**config.mk**
```make
export PLATFORM = sky130hd
export DESIGN_NAME = ext_interrupt_sense_control
export DESIGN_NICKNAME = d
export VERILOG_FILES = /design/src/design/ext_sense_pkg.sv /design/src/design/ext_interrupt_sense_control.sv /design/src/design/pin_sense_unit.sv /design/src/design/level_merge.sv
export SDC_FILE = /design/constraint.sdc
export NUM_CORES = 1
export LEC_CHECK = 0
export BUFFER_PORTS_ARGS = -buffer_cell sky130_fd_sc_hd__buf_2
export CORE_MARGIN = 5
export CORE_UTILIZATION = 31
export CTS_CLUSTER_DIAMETER = 80
export CTS_CLUSTER_SIZE = 40
export DETAILED_ROUTE_END_ITERATION = 8
export PLACE_DENSITY = 0.63
export SYNTH_ARGS = -nofsm -noshare
export SYNTH_HDL_FRONTEND = slang
export SYNTH_SLANG_ARGS = --single-unit
```
**constraint.sdc**
```tcl
create_clock -name ref_clk -period 5.28 [get_ports ref_clk]
set_clock_uncertainty 0.15 [all_clocks]
set_input_delay 0.528 -clock ref_clk [delete_from_list [all_inputs] [get_ports ref_clk]]
set_output_delay 0.528 -clock ref_clk [all_outputs]
set_load 0.02 [all_outputs]
```
**src/design/ext_sense_pkg.sv**
```systemverilog
// Package of register map, field positions and codes for external sensing.
package ext_sense_pkg;
  localparam logic [11:0] SENSE_CTRL_OFFSET = 12'h000;
  localparam logic [11:0] FLAG_OFFSET       = 12'h004;
  localparam logic [15:0] SENSE_CTRL_RESET  = 16'h4000;
  localparam int          MASK_ALL_BIT      = 15;
  localparam int          ENC_SEL_BIT       = 14;
  localparam int          BLOCK_OVR_BIT     = 13;
  localparam int          SECOND_EN_BIT     = 12;
  localparam int          NUM_PINS          = 6;
  localparam int          NUM_ENC_PINS      = 4;
  localparam logic [1:0]  SENSE_FALL        = 2'h0;
  localparam logic [1:0]  SENSE_RISE        = 2'h1;
  localparam logic [1:0]  SENSE_LOW         = 2'h2;
  localparam logic [5:0]  FLAG_RESET        = 6'h00;
endpackage : ext_sense_pkg

```
**src/design/ext_interrupt_sense_control.sv**
```systemverilog
// Sense control register, pin detection and masking for external requests.
//
// Register access over APB and the address map were chosen for this implementation.
`timescale 1ns/1ps
`default_nettype none
// How it works
// 16-bit register, resets 0x4000, survives standby
// Bit 15 masks all while NMI low
// Bit 15 also masks NMI in standby
// Bit 14 selects independent or encoded pins
// Bit 13 clear masks NMI when block set
// Bit 12 enables alternate encoded pins
// Bits 11:10 sense mode of pin 5
// Bits 9:8 sense mode of pin 4
// Bits 7:6 sense mode of pin 3
// Bits 5:4 sense mode of pin 2
// Bits 3:2 sense mode of pin 1
// Bits 1:0 sense mode of pin 0
// Effective level is higher encoded input
// Edge request pending until flag cleared
// Software never writes reserved sense code
module ext_interrupt_sense_control (
  // Clock and reset
  input  wire logic        ref_clk,
  input  wire logic        rst,
  // APB slave
  input  wire logic        psel,
  input  wire logic        penable,
  input  wire logic        pwrite,
  input  wire logic [11:0] paddr,
  input  wire logic [31:0] pwdata,
  output logic             pready,
  output logic [31:0]      prdata,
  output logic             pslverr,
  // Request pins, active low
  input  wire logic [5:0]  extRequestPinN,
  input  wire logic [3:0]  alternateEncodedLevelN,
  // CPU and system state
  input  wire logic        nmiPinLevel,
  input  wire logic        nmiRequest,
  input  wire logic        cpuBlockBit,
  input  wire logic        standbyMode,
  // Results
  output logic [5:0]       pinRequest,
  output logic [3:0]       encodedLevel,
  output logic             maskAllActive,
  output logic             nmiAccepted
);
  import ext_sense_pkg::*;

  // ---------------------------------------------------------------
  // Register file
  // ---------------------------------------------------------------
  logic [15:0] senseCtrl_r;
  logic [15:0] senseCtrl_nxt;
  logic [31:0] rdata_r;
  logic [31:0] rdata_nxt;
  logic        err_r;
  logic        err_nxt;
  logic [5:0]  clearReq;
  logic [5:0]  rawReq;
  logic        access;
  logic        hitCtrl;
  logic        hitFlag;

  function automatic logic [1:0] pin_mode(input logic [15:0] r,
                                          input int pin);
    pin_mode = r[2*pin +: 2];
  endfunction : pin_mode

  assign access  = psel & penable;
  assign hitCtrl = (paddr == SENSE_CTRL_OFFSET);
  assign hitFlag = (paddr == FLAG_OFFSET);

  always_comb begin
    senseCtrl_nxt = senseCtrl_r;
    rdata_nxt     = rdata_r;
    err_nxt       = 1'b0;
    clearReq      = 6'h00;
    if (psel && !penable) begin
      // Setup cycle: decode and prepare the answer.
      if (hitCtrl) begin
        rdata_nxt = {16'h0000, senseCtrl_r};
      end else if (hitFlag) begin
        rdata_nxt = {26'h0000000, pinRequest};
      end else begin
        rdata_nxt = 32'h00000000;
        err_nxt   = 1'b1;
      end
    end else if (access) begin
      err_nxt = err_r;
      if (pwrite && hitCtrl) begin
        // software load
        senseCtrl_nxt = pwdata[15:0];
      end else if (pwrite && hitFlag) begin
        // zero clears flag
        clearReq = ~pwdata[5:0];
      end
    end
  end

  // reset value; standby does not touch the register.
  always_ff @(posedge ref_clk or posedge rst) begin
    if (rst) begin
      senseCtrl_r <= SENSE_CTRL_RESET;
      rdata_r     <= 32'h00000000;
      err_r       <= 1'b0;
    end else begin
      senseCtrl_r <= senseCtrl_nxt;
      rdata_r     <= rdata_nxt;
      err_r       <= err_nxt;
    end
  end

  assign pready  = access;
  assign prdata  = rdata_r;
  assign pslverr = access & err_r;

  // ---------------------------------------------------------------
  // Pin sensing
  // ---------------------------------------------------------------
  logic encSel;
  logic altEn;

  assign encSel = senseCtrl_r[ENC_SEL_BIT];
  // valid only when encoded
  assign altEn  = senseCtrl_r[SECOND_EN_BIT] & encSel;

  // per-pin sense fields
  for (genvar i = 0; i < NUM_PINS; i++) begin : g_pin
    pin_sense_unit u_sense (
      .ref_clk   (ref_clk),
      .rst       (rst),
      .senseMode (pin_mode(senseCtrl_r, i)),
      .clearFlag (clearReq[i]),
      .pinLevel  (extRequestPinN[i]),
      .request   (rawReq[i])
    );
  end

  logic [3:0] mergedLvl;

  level_merge u_merge (
    .primaryLevelN   (extRequestPinN[NUM_ENC_PINS-1:0]),
    .alternateLevelN (alternateEncodedLevelN),
    .alternateOn     (altEn),
    .mergedLevel     (mergedLvl)
  );

  // ---------------------------------------------------------------
  // Masking
  // ---------------------------------------------------------------
  logic maskAll;
  logic nmiOk;

  always_comb begin
    // mask all on NMI low
    maskAll = senseCtrl_r[MASK_ALL_BIT] & ~nmiPinLevel;
    // NMI gating
    nmiOk = nmiRequest
          & ~(senseCtrl_r[MASK_ALL_BIT] & standbyMode)
          & ~(~senseCtrl_r[BLOCK_OVR_BIT] & cpuBlockBit)
          & ~maskAll;
  end

  logic [5:0] pinReq_r;
  logic [3:0] level_r;
  logic       maskAll_r;
  logic       nmiOk_r;
  logic [5:0] pinReq_nxt;
  logic [3:0] level_nxt;

  always_comb begin
    pinReq_nxt = maskAll ? 6'h00 : rawReq;
    level_nxt  = 4'h0;
    // encoded or independent
    if (encSel) begin
      pinReq_nxt[NUM_ENC_PINS-1:0] = 4'h0;
      level_nxt = maskAll ? 4'h0 : mergedLvl;
    end
  end

  always_ff @(posedge ref_clk or posedge rst) begin
    if (rst) begin
      pinReq_r  <= 6'h00;
      level_r   <= 4'h0;
      maskAll_r <= 1'b0;
      nmiOk_r   <= 1'b0;
    end else begin
      pinReq_r  <= pinReq_nxt;
      level_r   <= level_nxt;
      maskAll_r <= maskAll;
      nmiOk_r   <= nmiOk;
    end
  end

  assign pinRequest    = pinReq_r;
  assign encodedLevel  = level_r;
  assign maskAllActive = maskAll_r;
  assign nmiAccepted   = nmiOk_r;
endmodule : ext_interrupt_sense_control
`default_nettype wire

```
**src/design/pin_sense_unit.sv**
```systemverilog
// One pin's sense logic: edge capture into a sticky flag or low-level pass.
`timescale 1ns/1ps
`default_nettype none
module pin_sense_unit (
  // Clock and reset
  input  wire logic       ref_clk,
  input  wire logic       rst,
  // Control
  input  wire logic [1:0] senseMode,
  input  wire logic       clearFlag,
  // Pin and result
  input  wire logic       pinLevel,
  output logic            request
);
  import ext_sense_pkg::*;

  logic pinPrev_r;
  logic pinPrev_nxt;
  logic flag_r;
  logic flag_nxt;
  logic edgeSeen;

  always_comb begin
    pinPrev_nxt = pinLevel;
    case (senseMode)
      SENSE_FALL: edgeSeen = pinPrev_r & ~pinLevel;
      SENSE_RISE: edgeSeen = ~pinPrev_r & pinLevel;
      default:    edgeSeen = 1'b0;
    endcase
    // A new edge wins over a clear in the same cycle.
    if (edgeSeen) begin
      flag_nxt = 1'b1;
    end else if (clearFlag || senseMode == SENSE_LOW) begin
      flag_nxt = 1'b0;
    end else begin
      flag_nxt = flag_r;
    end
  end

  always_ff @(posedge ref_clk or posedge rst) begin
    if (rst) begin
      pinPrev_r <= 1'b1;
      flag_r    <= 1'b0;
    end else begin
      pinPrev_r <= pinPrev_nxt;
      flag_r    <= flag_nxt;
    end
  end

  // Low level is a live condition; reserved code sets no new flag but passes on a held one.
  assign request = (senseMode == SENSE_LOW) ? ~pinLevel : flag_r;
endmodule : pin_sense_unit
`default_nettype wire

```
**src/design/level_merge.sv**
```systemverilog
// Merges the two encoded level inputs, picking the higher active level.
`timescale 1ns/1ps
`default_nettype none
module level_merge (
  // Encoded inputs, active low as on the pins
  input  wire logic [3:0] primaryLevelN,
  input  wire logic [3:0] alternateLevelN,
  input  wire logic       alternateOn,
  // Resulting level, 0 means none
  output logic [3:0]      mergedLevel
);
  logic [3:0] primLvl;
  logic [3:0] altLvl;

  always_comb begin
    primLvl = ~primaryLevelN;
    altLvl  = alternateOn ? ~alternateLevelN : 4'h0;
    // higher level wins
    mergedLevel = (altLvl > primLvl) ? altLvl : primLvl;
  end
endmodule : level_merge
`default_nettype wire

```
==> results.txt <==
The stage delay of the slowest cell on the critical path is 560 ps, and the number of non-filler instances in the completed layout is 426. The clock passes through at most 2 buffers. The min-delay analysis places its worst path in the category in2reg. The first-pass GRT wire length is 9694 um.

For the initial core utilization, the log shows 31.38%. The tools report the number of filler instances in the final layout as 866. Input and output buffers added on the ports amount to 76.

In this run, post-CTS repair resized a total of 0 instances. The worst setup path is launched from a flip-flop. The combined buffer and inverter count along the critical path was 0; the overall via count from detail_route was 1980. The distinct cell type count of the synthesized netlist is 38, and the leakage dissipation is 0.001731 uW. The number of antenna violations at the first check in global routing was 0.

By area the synthesized netlist is led by sky130_fd_sc_hd__dfrtp_1, sky130_fd_sc_hd__dfstp_2, sky130_fd_sc_hd__mux2_2. The final routed wirelength across all metal layers was 6389 um. The share of final-layout standard cells stronger than drive strength 1 is 39.62%. Number of primary I/O pins: 109.

Data on the critical path is required at its endpoint by 5340 ps. Synthesis produced 231 cells. For the total global-route track usage, the log shows 12.28%.

The run finished with clean final reports. Setup repair after global routing left no endpoint under its margin. Among cell families on the critical path, the largest total delay comes from simple AND/OR/NAND/NOR gates. The area of combinational cells with multiple inputs was 0.001140 sq mm; the die boundary width was 103.3 um.

The synthesized design devotes to its leading area cell type 46.40% of total area. The part of the cycle the worst path needs was 48.12%; the clock period minus final worst setup slack was 2541 ps. The critical path is of the reg2reg type.

The logs give 38.56% for the final cell utilization of the core and 4 for the detailed-router iteration count before antenna repair. For the total number of yosys warnings, the log shows 0. The later-pin clock latency in the skew report was 330 ps. The repair_antennas step left the layout with diodes totalling 0. Among all flip-flop cells after synthesis, the most frequent one is sky130_fd_sc_hd__dfrtp_1. For the register area, the log shows 0.001435 sq mm. Total congestion overflow after global routing: 0. For the final hold slack, the log shows 180.1 ps.

Max-cap violations in this run came to 0. The worst setup path is captured at a flip-flop. The tools report the number of hold-slack violations in the final timing report as 0. Synthesis inferred 57 register bits. Traced cell by cell, the critical path runs through nand2_1, or2_2, ha_1, and4_1, a21oi_1, mux2_2. After detailed routing, the average wire length per cell comes to 15.00 um. The largest area contributor in the netlist is sky130_fd_sc_hd__dfrtp_1.

The slew at the pin closest to its max-slew limit was 945.6 ps. The synthesis-to-layout area growth was 22.88%. The sum of negative setup slack is 0 ps, and the post-detailed-route count of antenna-violating nets is 0. The portion of the post-synthesis area used by sequential elements was 53.23%; the floorplan die area was 0.01066 sq mm. The instance count after placement with tap cells included is 410, and the number of design-rule violations left by the first detailed-router iteration is 42. Most numerous cell in the Yosys netlist: sky130_fd_sc_hd__dfrtp_1. In the synthesized netlist the async set-or-reset flop fraction comes to 100.0%. TritonCTS built the clock tree. The H-tree generated during clock tree synthesis spans 3 levels.

Dividing the detail-routed via count by the number of cells gives 4.648. For flop-to-flop paths, the worst setup slack is 2740 ps. The tree built by TritonCTS fans out to 57 sinks. The logs give 34 for the number of cell rows and 2600 ps for the data arrival time of the worst path. Entering global routing, the biggest net connects 58 pins. The CTS buffer count was 9; the peak fanout along the critical path was 7. Routability-driven placement finished with a final weighted congestion of 0.7108.

The quantity of hold-fixing buffers added after cts was 0. Among all stages on the critical path, the largest delay is contributed by sky130_fd_sc_hd__dfstp_2. The tools report the total number of nets in the final design as 380. Setup violations remaining at the end of the flow were counted as 0.

The floorplan die height is 103.3 um, and the mean cell area of the mapped netlist is 11.67 sq um. The synthesized netlist occupies a cell area of 0.002696 sq mm. The count of flip-flops with a built-in enable after synthesis works out to 0. After clock tree synthesis, the clock-pin slew on the worst setup and hold paths is 60 ps.

The tools report the total power as 899.6 uW. Power spread over the standard cell area amounts to 271.5 mW/mm^2. The number of global-route vias before repair came out at 1910. The tools report the number of design rule violations left after detail routing as 0. The tools report the cell at the root of the clock tree as sky130_fd_sc_hd__clkbuf_8. Across the VDD grid, the largest voltage drop is 0.1287 mV. The tools report the placeable core region as 0.008593 sq mm. The commonest cells after synthesis are sky130_fd_sc_hd__dfrtp_1, sky130_fd_sc_hd__nor2_1, sky130_fd_sc_hd__buf_4, sky130_fd_sc_hd__a22o_1, sky130_fd_sc_hd__mux2_2.

Number of pins with negative max-slew slack in the final report: 0. The worst-case headroom to the max-slew limit came out at 36.96%. The HPWL after detailed placement is 4623 um. Based on the critical path, the design can be clocked at up to 0.3936 GHz. Post-CTS timing repair inserted 0 buffers for setup.
cell usage in the layout (no fill, tap or decap), types with 2 or more instances in the layout:
cell,count
sky130_fd_sc_hd__nand2_1,5
sky130_fd_sc_hd__nand2b_1,9
sky130_fd_sc_hd__inv_1,6
sky130_fd_sc_hd__clkbuf_1,3
sky130_fd_sc_hd__ha_1,4
sky130_fd_sc_hd__nand3b_1,4
sky130_fd_sc_hd__a21o_1,7
sky130_fd_sc_hd__dfstp_2,7
sky130_fd_sc_hd__a22o_1,16
sky130_fd_sc_hd__a211oi_1,7
sky130_fd_sc_hd__a21oi_1,10
sky130_fd_sc_hd__nor2_1,25
sky130_fd_sc_hd__nor2b_1,6
sky130_fd_sc_hd__o21ai_0,8
sky130_fd_sc_hd__conb_1,16
sky130_fd_sc_hd__or4_4,2
sky130_fd_sc_hd__buf_2,76
sky130_fd_sc_hd__mux2_4,7
sky130_fd_sc_hd__nor3_1,7
sky130_fd_sc_hd__clkinv_2,2
sky130_fd_sc_hd__mux2_2,13
sky130_fd_sc_hd__dfrtp_1,50
sky130_fd_sc_hd__clkbuf_8,10
sequential cells by signal (all words and copies together), names as in the netlist:
name	cells
err_r	1
maskAllActive	1
prdata	16
pinRequest	6
senseCtrl_r	16
nmiAccepted	1
g_pin.u_sense.pinPrev_r	6
encodedLevel	4
g_pin.u_sense.flag_r	6
final cells by class:
| cell class | instances | area share (%) |
|---|---|---|
| timing repair buffer | 77 | 11.71 |
| clock buffer | 13 | 4.494 |
| tap | 108 | 4.079 |
| clock inverter | 3 | 1.208 |
| sequential | 57 | 43.32 |
| multi-input combinational | 161 | 34.40 |
| inverter | 7 | 0.7931 |
per-layer routing:
layer / GRT usage [%] / part of all wire, % / up-vias
met1: 15.27 / 44 / 944
met5: 0 / 0 / -
met3: 4.494 / 7.2 / 8
li1: - / - / 960
met4: 3.586 / 1.5 / 0
met2: 20.08 / 48 / 68
power breakdown:
group | switching (uW) | total, uW | internal (uW)
clock | 166 | 396 | 230
combinational | 39.6 | 59.7 | 20.2
sequential | 1.56 | 444 | 443
through the flow:
stage | instance area (sq um) | worst slack (ps)
final | 3313 | 2739
after detailed placement | 3124 | 2577
after global placement | 3124 | 2602
after CTS | 3313 | 2741
after floorplan | 2753 | 2987
after global routing | 3313 | 2663
final timing paths:
| kind | to | from | depth (start not counted) |
|---|---|---|---|
| min in group asynchronous | encodedLevel[1]$_DFF_PP0_ | rst | 3 |
| hold / removal | g_pin[5].u_sense.pinPrev_r$_DFF_PP1_ | extRequestPinN[5] | 1 |
| setup / recovery | encodedLevel[3]$_DFF_PP0_ | senseCtrl_r[14]$_DFFE_PP1P_ | 6 |
| max in group asynchronous | senseCtrl_r[6]$_DFFE_PP0P_ | rst | 3 |
| hold reg to reg | prdata[14]$_DFFE_PP0P_ | prdata[14]$_DFFE_PP0P_ | 1 |
| setup reg to reg | encodedLevel[3]$_DFF_PP0_ | senseCtrl_r[14]$_DFFE_PP1P_ | 6 |
logic make-up after synthesis:
| group | count (synthesis) | share of synthesized area (%) |
|---|---|---|
| simple gates | 70 | 15.64 |
| flops | 57 | 53.23 |
| compound gates | 51 | 13.23 |
| buf+inv | 28 | 6.589 |
| mux | 20 | 9.327 |
| fa+ha+maj | 4 | 1.856 |
| other cells | 1 | 0.1391 |
No activity file was read; power rests on OpenSTA's default activity.
